$ cat src/verilog/fbbc_params.svh
// Constants for the flag branch and bit clear execution block
`ifndef FBBC_PARAMS_SVH
`define FBBC_PARAMS_SVH

// Upper opcode bytes of the relative branches
`define FBBC_OP_CARRY_SET 8'hE2
`define FBBC_OP_CARRY_CLR 8'hE3
`define FBBC_OP_NEG_SET 8'hE6
// Leading nibble of the single bit clear
`define FBBC_OP_BIT_CLR 4'h9

// Access bank split point and high bank number
`define FBBC_ACCESS_SPLIT 8'h80
`define FBBC_ACCESS_HI_BANK 4'hF
`define FBBC_ACCESS_LO_BANK 4'h0
// Highest register address that uses indexed literal offset mode
`define FBBC_INDEXED_LIMIT 8'h5F

// Register byte offsets on the APB
`define FBBC_REG_CTRL 12'h000
`define FBBC_REG_BANK 12'h004
`define FBBC_REG_INDEX 12'h008
`define FBBC_REG_STATUS 12'h00C
`define FBBC_REG_COUNT 12'h010

// Control field positions
`define FBBC_CTRL_EXT_BIT 0
`define FBBC_CTRL_RUN_BIT 1

// Reset values
`define FBBC_CTRL_RESET 2'h2
`define FBBC_BANK_RESET 4'h0
`define FBBC_INDEX_RESET 12'h000

// System clock cycles per quarter phase
`define FBBC_QDIV 1

`endif

$ cat src/verilog/fbbc_pkg.sv
// Types and decode helpers for the flag branch and bit clear execution block
`include "fbbc_params.svh"
package fbbc_pkg;

  // Program counter width
  localparam int PC_W = 21;

  // Quarter phases, Gray coded along Q1..Q4
  typedef enum logic [1:0] {
    PH_Q1 = 2'b00,
    PH_Q2 = 2'b01,
    PH_Q3 = 2'b11,
    PH_Q4 = 2'b10
  } qph_t;

  // Instruction classes handled here
  typedef enum logic [2:0] {
    K_NONE = 3'h0,
    K_CARRY_SET = 3'h1,
    K_CARRY_CLR = 3'h2,
    K_NEG_SET = 3'h3,
    K_BIT_CLR = 3'h4
  } kind_t;

  // Execution state of the main module
  typedef struct packed {
    qph_t ph;
    logic nop;
    kind_t kind;
    logic [15:0] instr;
    logic [PC_W-1:0] pc;
    logic taken;
    logic [7:0] rd;
    logic rdDone;
    logic accept;
    logic pcWrEn;
    logic [PC_W-1:0] pcWrData;
    logic regRdEn;
    logic [11:0] regAddr;
    logic regWrEn;
    logic [7:0] wdata;
    logic done;
    kind_t lastKind;
    logic [15:0] takenCnt;
  } exec_state_t;

  // Quarter strobe divider state
  typedef struct packed {
    logic [15:0] cnt;
    logic stb;
  } qdiv_state_t;

  // APB register slave state
  typedef struct packed {
    logic [31:0] prdata;
    logic pready;
    logic pslverr;
    logic [1:0] ctrl;
    logic [3:0] bank;
    logic [11:0] index;
  } apb_state_t;

  // Classify an instruction word
  function automatic kind_t decode_kind(input logic [15:0] w);
    if (w[15:8] == `FBBC_OP_CARRY_SET) begin
      return K_CARRY_SET;
    end else if (w[15:8] == `FBBC_OP_CARRY_CLR) begin
      return K_CARRY_CLR;
    end else if (w[15:8] == `FBBC_OP_NEG_SET) begin
      return K_NEG_SET;
    end else if (w[15:12] == `FBBC_OP_BIT_CLR) begin
      return K_BIT_CLR;
    end
    return K_NONE;
  endfunction

  // Incremented PC plus twice the signed 8-bit offset
  function automatic logic [PC_W-1:0] branch_target(input logic [PC_W-1:0] pc,
                                                    input logic [7:0] off);
    return pc + {{(PC_W-9){off[7]}}, off, 1'b0};
  endfunction

  // Data address of the bit clear operand
  function automatic logic [11:0] clr_address(input logic [7:0] f, input logic a,
                                              input logic ext, input logic [3:0] bank,
                                              input logic [11:0] index);
    if (a) begin
      return {bank, f};
    end else if (ext && (f <= `FBBC_INDEXED_LIMIT)) begin
      return index + {4'h0, f};
    end else if (f >= `FBBC_ACCESS_SPLIT) begin
      return {`FBBC_ACCESS_HI_BANK, f};
    end
    return {`FBBC_ACCESS_LO_BANK, f};
  endfunction

endpackage

$ cat src/verilog/fbbc_apb_regs.sv
// APB control and status registers of the execution block
`timescale 1ns/1ps
`default_nettype none
`include "fbbc_params.svh"
module fbbc_apb_regs
  import fbbc_pkg::*;
(
  input wire logic sys_clk,
  input wire logic srst,
  input wire logic [11:0] paddr,
  input wire logic psel,
  input wire logic penable,
  input wire logic pwrite,
  input wire logic [31:0] pwdata,
  output logic [31:0] prdata,
  output logic pready,
  output logic pslverr,
  input wire logic busy,
  input wire logic nopActive,
  input wire kind_t lastKind,
  input wire logic [15:0] takenCnt,
  output logic extEn,
  output logic runEn,
  output logic [3:0] bank,
  output logic [11:0] index
);

  apb_state_t st_q; // Registered state
  apb_state_t st_d; // Next state
  logic mapped; // Address hits a register

  // Decode in setup, answer in the first access cycle
  always_comb begin
    st_d = st_q;
    st_d.pready = 1'b0;
    mapped = (paddr == `FBBC_REG_CTRL) || (paddr == `FBBC_REG_BANK) ||
             (paddr == `FBBC_REG_INDEX) || (paddr == `FBBC_REG_STATUS) ||
             (paddr == `FBBC_REG_COUNT);
    if (psel && !penable) begin
      // Setup phase: prepare read data and error
      st_d.pready = 1'b1;
      st_d.pslverr = !mapped;
      st_d.prdata = 32'h0000_0000;
      if (!pwrite) begin
        unique case (paddr)
          `FBBC_REG_CTRL: st_d.prdata = {30'h0, st_q.ctrl};
          `FBBC_REG_BANK: st_d.prdata = {28'h0, st_q.bank};
          `FBBC_REG_INDEX: st_d.prdata = {20'h0, st_q.index};
          `FBBC_REG_STATUS: st_d.prdata = {27'h0, lastKind, nopActive, busy};
          `FBBC_REG_COUNT: st_d.prdata = {16'h0, takenCnt};
          default: st_d.prdata = 32'h0000_0000;
        endcase
      end
    end else if (psel && penable && st_q.pready && pwrite && !st_q.pslverr) begin
      // Access edge: commit write
      if (paddr == `FBBC_REG_CTRL) begin
        st_d.ctrl = pwdata[1:0];
      end else if (paddr == `FBBC_REG_BANK) begin
        st_d.bank = pwdata[3:0];
      end else if (paddr == `FBBC_REG_INDEX) begin
        st_d.index = pwdata[11:0];
      end
    end
  end

  // State register
  always_ff @(posedge sys_clk) begin
    if (srst) begin
      st_q <= '0;
      st_q.ctrl <= `FBBC_CTRL_RESET;
      st_q.bank <= `FBBC_BANK_RESET;
      st_q.index <= `FBBC_INDEX_RESET;
    end else begin
      st_q <= st_d;
    end
  end

  assign prdata = st_q.prdata;
  assign pready = st_q.pready;
  assign pslverr = st_q.pslverr;
  assign extEn = st_q.ctrl[`FBBC_CTRL_EXT_BIT];
  assign runEn = st_q.ctrl[`FBBC_CTRL_RUN_BIT];
  assign bank = st_q.bank;
  assign index = st_q.index;

endmodule
`default_nettype wire

$ cat src/verilog/flag_branch_and_bit_clear_exec.sv
// Decode and execute of carry and negative branches and the single bit clear
//
// Summary of operation
// RL1: Opcode E2h branches when carry is one
// RL2: Target is incremented PC plus twice offset
// RL3: Taken branch adds a no-operation cycle
// RL4: Opcode E6h branches when negative is one
// RL5: Opcode E3h branches when carry is zero
// RL6: Nibble 9h clears bit b of register
// RL7: Selector zero access bank, one banked
// RL8: Extended set, selector zero, f<=5Fh: indexed
// RL9: Read in Q2, write in Q4, no flags
`timescale 1ns/1ps
`default_nettype none
`include "fbbc_params.svh"
module flag_branch_and_bit_clear_exec
  import fbbc_pkg::*;
#(
  parameter int QDIV = `FBBC_QDIV
) (
  input wire logic sys_clk,
  input wire logic srst,
  input wire logic [11:0] paddr,
  input wire logic psel,
  input wire logic penable,
  input wire logic pwrite,
  input wire logic [31:0] pwdata,
  output logic [31:0] prdata,
  output logic pready,
  output logic pslverr,
  input wire logic [15:0] instrWord,
  input wire logic instrValid,
  input wire logic [PC_W-1:0] pcNext,
  input wire logic carryFlag,
  input wire logic negativeFlag,
  input wire logic [7:0] regRdData,
  output logic instrAccept,
  output logic pcWrEn,
  output logic [PC_W-1:0] pcWrData,
  output logic regRdEn,
  output logic [11:0] regAddr,
  output logic regWrEn,
  output logic [7:0] regWrData,
  output logic nopCycle,
  output logic instrDone
);

  // Local signals between the divider, the registers and the sequencer
  logic qStb; // One pulse per quarter phase
  logic extEn; // Extended instruction set enabled
  logic runEn; // Execution enabled
  logic [3:0] bank; // Bank select register
  logic [11:0] index; // Base of indexed literal offset mode
  exec_state_t st_q; // Registered state
  exec_state_t st_d; // Next state

  // Quarter phase strobe source
  // QDIV system clocks make one quarter; a QDIV of one runs a quarter a cycle
  qphase_strobe #(
    .QDIV(QDIV)
  ) u_qphase (
    .sys_clk(sys_clk),
    .srst(srst),
    .qStb(qStb)
  );

  // Software visible control and status
  // Status shows live state; control changes apply at the next quarter that reads them
  fbbc_apb_regs u_regs (
    .sys_clk(sys_clk),
    .srst(srst),
    .paddr(paddr),
    .psel(psel),
    .penable(penable),
    .pwrite(pwrite),
    .pwdata(pwdata),
    .prdata(prdata),
    .pready(pready),
    .pslverr(pslverr),
    .busy(st_q.kind != K_NONE),
    .nopActive(st_q.nop),
    .lastKind(st_q.lastKind),
    .takenCnt(st_q.takenCnt),
    .extEn(extEn),
    .runEn(runEn),
    .bank(bank),
    .index(index)
  );

  // Quarter phase sequencer and instruction execution
  always_comb begin
    st_d = st_q;
    // Held fields keep their value unless a quarter updates them
    // Pulses last one cycle
    st_d.accept = 1'b0;
    st_d.pcWrEn = 1'b0;
    st_d.regRdEn = 1'b0;
    st_d.regWrEn = 1'b0;
    st_d.done = 1'b0;
    // Nothing moves between quarter strobes; held outputs keep their values and pulse outputs drop to zero
    if (qStb) begin
      unique case (st_q.ph)
        PH_Q1: begin
          st_d.ph = PH_Q2;
          // Decode; a no-operation cycle takes nothing
          // Word and PC are latched so later fetches cannot disturb them
          if (!st_q.nop && instrValid && runEn) begin
            st_d.instr = instrWord;
            st_d.pc = pcNext;
            st_d.kind = decode_kind(instrWord); // RL1 RL4 RL5 RL6
            st_d.accept = 1'b1;
            st_d.rdDone = 1'b0;
            st_d.taken = 1'b0;
          end
        end
        PH_Q2: begin
          st_d.ph = PH_Q3;
          // Bit clear reads its operand now
          // Bank, index and mode are read here; later writes do not apply
          if (st_q.kind == K_BIT_CLR) begin
            st_d.regRdEn = 1'b1; // RL9
            st_d.rdDone = 1'b1;
            st_d.regAddr = clr_address(st_q.instr[7:0], st_q.instr[8], extEn, bank,
                                       index); // RL7 RL8
          end
        end
        PH_Q3: begin
          st_d.ph = PH_Q4;
          // Process data: evaluate condition or capture operand
          // Flags are sampled late so a producer earlier in the cycle is seen
          unique case (st_q.kind)
            K_CARRY_SET: st_d.taken = carryFlag; // RL1
            K_CARRY_CLR: st_d.taken = !carryFlag; // RL5
            K_NEG_SET: st_d.taken = negativeFlag; // RL4
            K_BIT_CLR: st_d.rd = regRdData;
            K_NONE: st_d.taken = 1'b0;
            default: st_d.taken = 1'b0;
          endcase
        end
        PH_Q4: begin
          st_d.ph = PH_Q1;
          // Q4 writes results; the idle cycle writes nothing
          if (st_q.nop) begin
            // End of the inserted no-operation cycle
            st_d.nop = 1'b0;
            st_d.done = 1'b1;
          end else if (st_q.kind == K_BIT_CLR) begin
            // Write back with only the chosen bit cleared
            st_d.regWrEn = 1'b1; // RL9
            st_d.wdata = st_q.rd & ~(8'h01 << st_q.instr[11:9]); // RL6
            st_d.done = 1'b1;
          end else if (st_q.kind != K_NONE) begin
            if (st_q.taken) begin
              // Taken: write PC, then spend one idle cycle
              st_d.pcWrEn = 1'b1;
              st_d.pcWrData = branch_target(st_q.pc, st_q.instr[7:0]); // RL2
              st_d.nop = 1'b1; // RL3
              // Count taken branches for software
              st_d.takenCnt = st_q.takenCnt + 16'h0001;
            end else begin
              // Not taken: last quarter only signals completion
              st_d.done = 1'b1; // RL3
            end
          end
          // Remember the class for status, then retire
          if (st_q.kind != K_NONE) begin
            st_d.lastKind = st_q.kind;
          end
          st_d.kind = K_NONE;
        end
        default: st_d.ph = PH_Q1;
      endcase
    end
  end

  // State register
  // Synchronous reset returns to Q1 with nothing in flight
  always_ff @(posedge sys_clk) begin
    if (srst) begin
      st_q <= '0;
    end else begin
      st_q <= st_d;
    end
  end

  // Outputs straight from the state register; no status flag is driven
  // Each output is a register bit, so the far side sees no decode glitches
  assign instrAccept = st_q.accept;
  assign pcWrEn = st_q.pcWrEn;
  assign pcWrData = st_q.pcWrData;
  assign regRdEn = st_q.regRdEn;
  assign regAddr = st_q.regAddr;
  assign regWrEn = st_q.regWrEn;
  assign regWrData = st_q.wdata; // RL9
  assign nopCycle = st_q.nop;
  assign instrDone = st_q.done;

  // Carry set condition follows the carry sampled in Q3
  carry_set_a: assert property ( // RL1
    @(posedge sys_clk) disable iff (srst)
    (qStb && st_q.ph == PH_Q3 && st_q.kind == K_CARRY_SET)
      |=> (st_q.taken == $past(carryFlag)))
    else $error("carry set condition wrong");

  // Target equals latched PC plus doubled signed offset
  branch_target_a: assert property ( // RL2
    @(posedge sys_clk) disable iff (srst)
    $rose(pcWrEn) |-> (pcWrData == $past(st_q.pc) +
      {{(PC_W-9){$past(st_q.instr[7])}}, $past(st_q.instr[7:0]), 1'b0}))
    else $error("branch target wrong");

  // A PC write is followed by a whole idle cycle with no accept
  taken_nop_a: assert property ( // RL3
    @(posedge sys_clk) disable iff (srst)
    pcWrEn |-> nopCycle ##1 (!instrAccept && nopCycle) [*3])
    else $error("taken branch lacks idle cycle");

  // Untaken branch never writes the PC
  untaken_quiet_a: assert property ( // RL3
    @(posedge sys_clk) disable iff (srst)
    (qStb && st_q.ph == PH_Q4 && !st_q.nop && !st_q.taken)
      |=> !pcWrEn)
    else $error("untaken branch wrote PC");

  // Negative condition follows the flag sampled in Q3
  neg_set_a: assert property ( // RL4
    @(posedge sys_clk) disable iff (srst)
    (qStb && st_q.ph == PH_Q3 && st_q.kind == K_NEG_SET)
      |=> (st_q.taken == $past(negativeFlag)))
    else $error("negative condition wrong");

  // Carry clear condition is the inverse of carry
  carry_clr_a: assert property ( // RL5
    @(posedge sys_clk) disable iff (srst)
    (qStb && st_q.ph == PH_Q3 && st_q.kind == K_CARRY_CLR)
      |=> (st_q.taken != $past(carryFlag)))
    else $error("carry clear condition wrong");

  // Written byte equals read byte with one bit cleared
  bit_clear_a: assert property ( // RL6
    @(posedge sys_clk) disable iff (srst)
    regWrEn |-> (regWrData[$past(st_q.instr[11:9])] == 1'b0) &&
      ((regWrData | (8'h01 << $past(st_q.instr[11:9]))) ==
       ($past(st_q.rd) | (8'h01 << $past(st_q.instr[11:9])))))
    else $error("bit clear data wrong");

  // Banked operand uses the bank select register
  banked_addr_a: assert property ( // RL7
    @(posedge sys_clk) disable iff (srst)
    (regRdEn && st_q.instr[8]) |-> (regAddr == {$past(bank), st_q.instr[7:0]}))
    else $error("banked address wrong");

  // Access bank operand without extended mode
  access_addr_a: assert property ( // RL7
    @(posedge sys_clk) disable iff (srst)
    (regRdEn && !st_q.instr[8] && !$past(extEn)) |->
      (regAddr[7:0] == st_q.instr[7:0]) &&
      (regAddr[11:8] == (st_q.instr[7] ? 4'hF : 4'h0)))
    else $error("access bank address wrong");

  // Indexed literal offset mode in extended set
  indexed_addr_a: assert property ( // RL8
    @(posedge sys_clk) disable iff (srst)
    (regRdEn && !st_q.instr[8] && $past(extEn) && st_q.instr[7:0] <= 8'h5F) |->
      (regAddr == $past(index) + {4'h0, st_q.instr[7:0]}))
    else $error("indexed address wrong");

  // Write back only after this instruction's own read
  rmw_order_a: assert property ( // RL9
    @(posedge sys_clk) disable iff (srst)
    regWrEn |-> st_q.rdDone && !pcWrEn && instrDone)
    else $error("write without prior read");

  // Sequencing checks: instruction intake, idle cycle, PC write source, single read
  accept_gate_a: assert property ( // RL3
    @(posedge sys_clk) disable iff (srst)
    instrAccept |-> ($past(runEn) && !$past(nopCycle)))
    else $error("instruction taken while stopped or idle");

  // The idle cycle ends together with the completion pulse
  nop_end_a: assert property ( // RL3
    @(posedge sys_clk) disable iff (srst)
    $fell(nopCycle) |-> instrDone)
    else $error("idle cycle ended without completion");

  // A PC write comes only from a taken branch outside an idle cycle
  pc_source_a: assert property ( // RL3
    @(posedge sys_clk) disable iff (srst)
    pcWrEn |-> ($past(st_q.taken) && !$past(nopCycle) && !regWrEn && !regRdEn))
    else $error("PC written without a taken branch");

  // The operand is read once, never merged with its write
  read_once_a: assert property ( // RL9
    @(posedge sys_clk) disable iff (srst)
    regRdEn |=> (!regRdEn && !regWrEn))
    else $error("operand read repeated or merged with write");

  // A register write never falls into an idle cycle
  write_not_idle_a: assert property ( // RL9
    @(posedge sys_clk) disable iff (srst)
    regWrEn |-> (!nopCycle && !$past(nopCycle)))
    else $error("register written during idle cycle");

endmodule
`default_nettype wire

$ cat src/verilog/qphase_strobe.sv
// Quarter phase strobe divider
`timescale 1ns/1ps
`default_nettype none
`include "fbbc_params.svh"
module qphase_strobe
  import fbbc_pkg::*;
#(
  parameter int QDIV = `FBBC_QDIV
) (
  input wire logic sys_clk,
  input wire logic srst,
  output logic qStb
);

  // Divider must fit the counter; refused at elaboration
  if (QDIV < 1 || QDIV > 65535) begin : g_qdiv_check
    $error("QDIV out of range");
  end

  qdiv_state_t st_q; // Registered state
  qdiv_state_t st_d; // Next state

  // Count down and pulse once per quarter
  always_comb begin
    st_d = st_q;
    st_d.stb = 1'b0;
    if (st_q.cnt == 16'h0000) begin
      st_d.cnt = 16'(QDIV - 1);
      st_d.stb = 1'b1;
    end else begin
      st_d.cnt = st_q.cnt - 16'h0001;
    end
  end

  // State register
  always_ff @(posedge sys_clk) begin
    if (srst) begin
      st_q <= '0;
    end else begin
      st_q <= st_d;
    end
  end

  assign qStb = st_q.stb;

endmodule
`default_nettype wire
$ cat config.mk
export PLATFORM = sky130hd
export DESIGN_NAME = flag_branch_and_bit_clear_exec
export DESIGN_NICKNAME = d
export VERILOG_FILES = /design/src/verilog/fbbc_pkg.sv /design/src/verilog/fbbc_apb_regs.sv /design/src/verilog/flag_branch_and_bit_clear_exec.sv /design/src/verilog/qphase_strobe.sv
export VERILOG_INCLUDE_DIRS = /design/src /design/src/verilog
export SDC_FILE = /design/constraint.sdc
export NUM_CORES = 1
export LEC_CHECK = 0
export BUFFER_PORTS_ARGS = -buffer_cell sky130_fd_sc_hd__buf_4
export CAP_MARGIN = 20
export CELL_PAD_IN_SITES_DETAIL_PLACEMENT = 1
export CELL_PAD_IN_SITES_GLOBAL_PLACEMENT = 1
export CORE_UTILIZATION = 37
export DETAILED_ROUTE_END_ITERATION = 10
export GPL_TIMING_DRIVEN = 0
export PLACE_DENSITY_LB_ADDON = 0.1
export SYNTH_ARGS = -nofsm -noshare
export SYNTH_HDL_FRONTEND = slang
export SYNTH_SLANG_ARGS = --single-unit
$ cat constraint.sdc
create_clock -name sys_clk -period 2.4 [get_ports sys_clk]
set_input_delay 0.12 -clock sys_clk [delete_from_list [all_inputs] [get_ports sys_clk]]
set_output_delay 0.12 -clock sys_clk [all_outputs]
set_load 0.05 [all_outputs]
# After elaboration in Yosys (flattened, before gate mapping)
# Cells that the tools add are included.
# classes
addsub,4
n_lt_le_gt_ge,2
eq_ne,17
shifts,1
mux,43
n_bitwise,12
reduce_logical,41
# ops
op,n
case mux 16 bit (5 select lines),1
two-way mux 12 bit,4
two-way mux 41 bit,1
== test 12 x 4 -> 1 bit (second input constant),2
== test 8 bit (second input constant),3
two-way mux 1 bit,23
two-way mux 22 bit,1
adder 21 bit,1
AND reduction 3 bit,6
adder 16 x 1 -> 16 bit (second input constant),1
logical NOT 16 bit,1
two-way mux 16 bit,1
subtractor 16 x 1 -> 16 bit (second input constant),1
two-way mux 3 bit,5
two-way mux 13 bit,1
adder 12 x 8 -> 12 bit,1
== test 12 x 3 -> 1 bit (second input constant),1
== test 12 x 5 -> 1 bit (second input constant),1
logical NOT 12 bit,1
AND reduction 4 bit,3
inverter 1 bit,10
two-way mux 9 bit,1
OR reduction 3 bit,3
AND 8 bit,1
other kinds (28),46
# word_totals
regBits,170
in_bits,97
wordCells,145

# Longest topological paths before layout
# depth
word_depth,11
ltp_mapped,9
mapped_depth_nobuf,9

# Modules after synthesis
# A second synthesis with hierarchy kept.
# unflattened
hier_cells,1029
area_unflattened_um2,8558.2
# modules_own_cells
module,n_inst,cells_per_inst,area_each_um2,seq_area_each_um2
flag_branch_and_bit_clear_exec,1,749,6018.3,2262.2
fbbc_apb_regs,1,204,1804.2,720.7
qphase_strobe,1,76,735.7,340.3

# Worst setup path before layout
# No wires, ideal clock.
# synth_path
path_type,register -> register
from,register st_q[103] in the netlist's numbering
to,register st_q (netlist bit pcWrData[18])
arrival_time_ns,2.211
path_slack_ns,0.066
stages_incl_launch_ff,9
path_buffers,1
period_less_slack_ns,2.334
cell_sequence,dfxtp_1 -> ha_1 -> clkbuf_1 -> and2_1 -> a221oi_1 -> o21ai_0 -> a31o_2 -> a22oi_1 -> nand3b_1
# synth_between
elab_chain_len,1
# synth_rtl
item,line,source
start: declaration,flag_branch_and_bit_clear_exec.sv:54,exec_state_t st_q;
start signal: assignment,flag_branch_and_bit_clear_exec.sv:182,st_q <= st_d;
adder 21 bit,fbbc_pkg.sv:80,"return pc + {{(PC_W-9){off[7]}}, off, 1'b0};"
# No other way between the ends.
# A chain may end at the register's enable or synchronous reset.

# Worst setup path in the final report
# layout_path
from,register st_q[98] in the netlist's numbering
to,register st_q (netlist bit pcWrData[20])
# Same word-level chain as after synthesis.

==> run summary <==
After clock tree synthesis, the clock-pin slew on the worst setup and hold paths is 0.07 ns. Once detail routing completed, the nets flagged for antenna violations numbered 0. The via count came out at 8,179. In the final timing run, aggregate negative setup slack is 0 ns. The final instance count without filler cells came out at 1,579. Across all setup checks in the final design, the least slack found is 0.118 ns. The leftover overflow at the end of global routing is 0. The clock tree from TritonCTS is built. The power density over the cells is 552 mW/mm². The pin slew with the least headroom to its limit came out at 0.933 ns. The detailed placer's ending HPWL came out at 20.7 mm. The final critical path time including I/O delays and setup is 2.28 ns. In the post-synthesis netlist, the biggest area contributors are dfxtp_1 39%, nand2_1 7.4%, a21oi_1 6.5%, buf_4 5.1%, nor2_1 4.3%. The final critical-path share of the clock period is 95.1%.

Clock skew on the completed layout was measured at 0.00910 ns. The remaining design rule violation count is 0. The worst slack at placement came out at -0.624 ns. The initial cell density of the core is 37.7%. The number of slew-limit violations in the final report came out at 0.

The average via count per standard cell is 5.18. The flow ran to the end, and the final reports show no timing, DRC or antenna violations. For the worst setup path, the data arrival time is 2.57 ns. The delay of the slowest critical-path stage came out at 0.44 ns. The number of clock sinks is 166. The count of endpoints failing hold in the final timing report is 0. The mean cell area of the mapped netlist came out at 8.19 µm². The global-route wire length before repair is 44.8 mm.

The path class of the tightest hold or removal check is input pin to flop. For this run, the detailed router's first-pass iteration total came to 4. In this run, placement finished with an instance count of 1,482.

Dividing the detail-routed wire length by the instance count gives 17.9 µm. The maximum level of the CTS H-tree came out at 4. The netlist area before placement came out at 0.00853 mm². The detailed router's first-iteration violation count is 340. The warning count from the yosys run came out at 0. Wires add up to 28.2 mm. The die boundary height is 154 µm. The number of antenna repair diodes came out at 0. The overall fraction of global-route tracks in use came out at 24.2%.

The number of antenna violations at the first check in global routing came to 0. The final layout contains 1,409 nets. The floorplan row count is 55.

The number of port buffers is 140. The clock passes through at most 2 buffers. The final weighted congestion of routability-driven global placement is 0.848.

The post-synthesis cell type count came out at 70. The share of the yosys chip area belonging to registers came out at 38.9%. The analysis attributes to cell leakage a power of 4.73 nW. The largest total area in the synthesized netlist belongs to dfxtp_1. STA classifies the critical path startpoint as a flop. The area growth from synthesis to layout is 32.8%. The tool flagged a number of max-cap violations equal to 0. The headroom to the max-slew limit came out at 37.6%.

Cells with a size suffix above 1 make up 23.0% of the layout. The number of setup violations in the final report is 0. The CTS buffer count is 17. The worst ir drop on vdd is 325 µV. Synthesis produced 1,042 cells. The die is 154 µm wide. Setup repair after global routing could not meet its margin everywhere. The highest clock frequency the design can meet is 0.438 GHz.

The top-area cell type share of the netlist area came out at 38.9%. The count of fill cells added during filler insertion came out at 2,738. The number of enable flip-flop cells after synthesis is 0. The share of flip-flops with an asynchronous set or reset after synthesis came out at 0%. The type of element capturing the critical path is a flop. The total core area came out at 0.0226 mm². The critical path goes through ha_1 -> o21a_1 -> a21o_1 -> o311a_1 -> nor2_2 -> o31a_1 -> o311ai_0. For this run, the leading register cell type out of synthesis is dfxtp_1.

The worst hold slack is 0.00784 ns. Entering global routing, the biggest net connects 19 pins. The critical setup path kind is flop to flop. The tree is rooted in a clkbuf_16. Synthesis inferred 166 register bits.

The total die area came out at 0.0237 mm². The worst endpoint required time came out at 2.68 ns. The via count of the first global-routing pass came out at 8,403. On the critical path, the stage with the largest delay is an instance of dfxtp_1. The clock reaches the later pin of the worst-skew pair after 0.44 ns. During I/O placement, the number of pins put on the boundary was 178. The highest fanout seen on the critical path is 5.
final cells by class:
type | count | area [µm²] | share of cell area (%)
Multi-Input combinational cell | 761 | 4570 | 40.3
Sequential cell | 166 | 3330 | 29.4
Timing Repair Buffer | 206 | 1680 | 14.9
Buffer | 113 | 726 | 6.40
Clock buffer | 17 | 425 | 3.75
Tap cell | 285 | 357 | 3.15
Clock inverter | 15 | 178 | 1.57
Inverter | 16 | 60.1 | 0.530
through the flow:
stage / total power [mW] / area (µm²) / utilization [%]
4_1_cts: 6.30 / 11200 / 49.6
6_report: 6.26 / 11300 / 50.1
3_5_place_dp: 3.40 / 10000 / 44.2
5_1_grt: 6.47 / 11300 / 50.1
3_3_place_gp: 3.39 / 10000 / 44.2
2_1_floorplan: 3.17 / 8590 / -
final timing paths:
check        cells past startpoint                       endpoint  slack (ns)                     startpoint
max                              7      pcWrData[20]$_SDFFE_PP0P_        0.12          st_q[98]$_SDFFE_PP0P_
min                              3         st_q[114]$_SDFFE_PP0P_       0.008                  instrWord[15]
max reg2reg                      7      pcWrData[20]$_SDFFE_PP0P_        0.12          st_q[98]$_SDFFE_PP0P_
min reg2reg                      2  u_regs.prdata[1]$_SDFFE_PP0P_        0.46  u_regs.prdata[1]$_SDFFE_PP0P_
critical path, delay by kind of cell (launching register included):
family | cells | cell delay [ns]
compound gates | 5 | 1.13
flops | 1 | 0.44
fa+ha+maj | 1 | 0.36
simple gates | 1 | 0.21
registers in the layout, summed over array words and instances (netlist names), 4 cells and up:
signal         count
u_qphase.st_q     16
regWrData          8
u_regs.index      12
regAddr           12
u_regs.bank        4
pcWrData          21
st_q              66
u_regs.prdata     16
cell usage in the layout (no fill, tap or decap), types with 17 or more instances in the layout:
master,count
xor2_1,17
clkbuf_1,32
ha_1,27
nand3_1,45
nand2_1,169
buf_4,209
o21ai_0,28
mux2i_1,17
nor3_1,26
xnor2_1,21
dlygate4sd3_1,55
nor2_1,97
dfxtp_1,162
a21oi_1,108
clkbuf_16,17
repair_timing:
| action | CTS | global route |
|---|---|---|
| hold buffers | 55 | 0 |
| buffers inserted | 3 | 8 |
| gates resized for setup | 16 | 22 |
| pin swaps | 2 | 6 |
| endpoints found under the setup margin | 34 | 38 |
| hold endpoints to repair | 61 | 0 |
logic make-up after synthesis:
logic type	count (synthesis)	share of synthesized area [%]
AOI/OAI and AO/OA	241	17.8
xor gates and xnor gates	38	3.90
adders and majority gates	31	4.72
buffers and inverters	130	9.18
DFF	166	39.0
muxes	19	2.52
other	1	0.0440
and+or+nand+nor	416	22.8
cells in the mapped netlist, drive strengths merged (5+ instances only):
cell type,n
or3,16
and3,7
o21ai,31
nor4,8
buf,72
nand2b,7
o211ai,5
a221oi,8
nor2,99
a21o,11
nor2b,6
inv,16
clkbuf,42
xor2,17
a22o,7
nor3,29
o311ai,9
nand2,170
dfxtp,166
a211oi,11
a21oi,111
ha,29
nand4,10
nand3b,5
xnor2,21
mux2i,17
nand3,45
a22oi,14
per-layer routing:
metal / GRT usage (%) / vias to the layer above / wire length [µm]
met1: 30.7 / 3965 / 13100
met4: 4.81 / 0 / 159
met3: 3.41 / 10 / 644
li1: - / 4076 / -
met5: 0 / - / 0
met2: 43.6 / 128 / 14300
power breakdown:
| group | switching (mW) | internal [mW] |
|---|---|---|
| sequential | 0.0374 | 2.78 |
| combinational | 0.344 | 0.261 |
| clock | 1.33 | 1.50 |
| total | 1.71 | 4.54 |
Note: power is estimated with default switching activity, not from simulation.
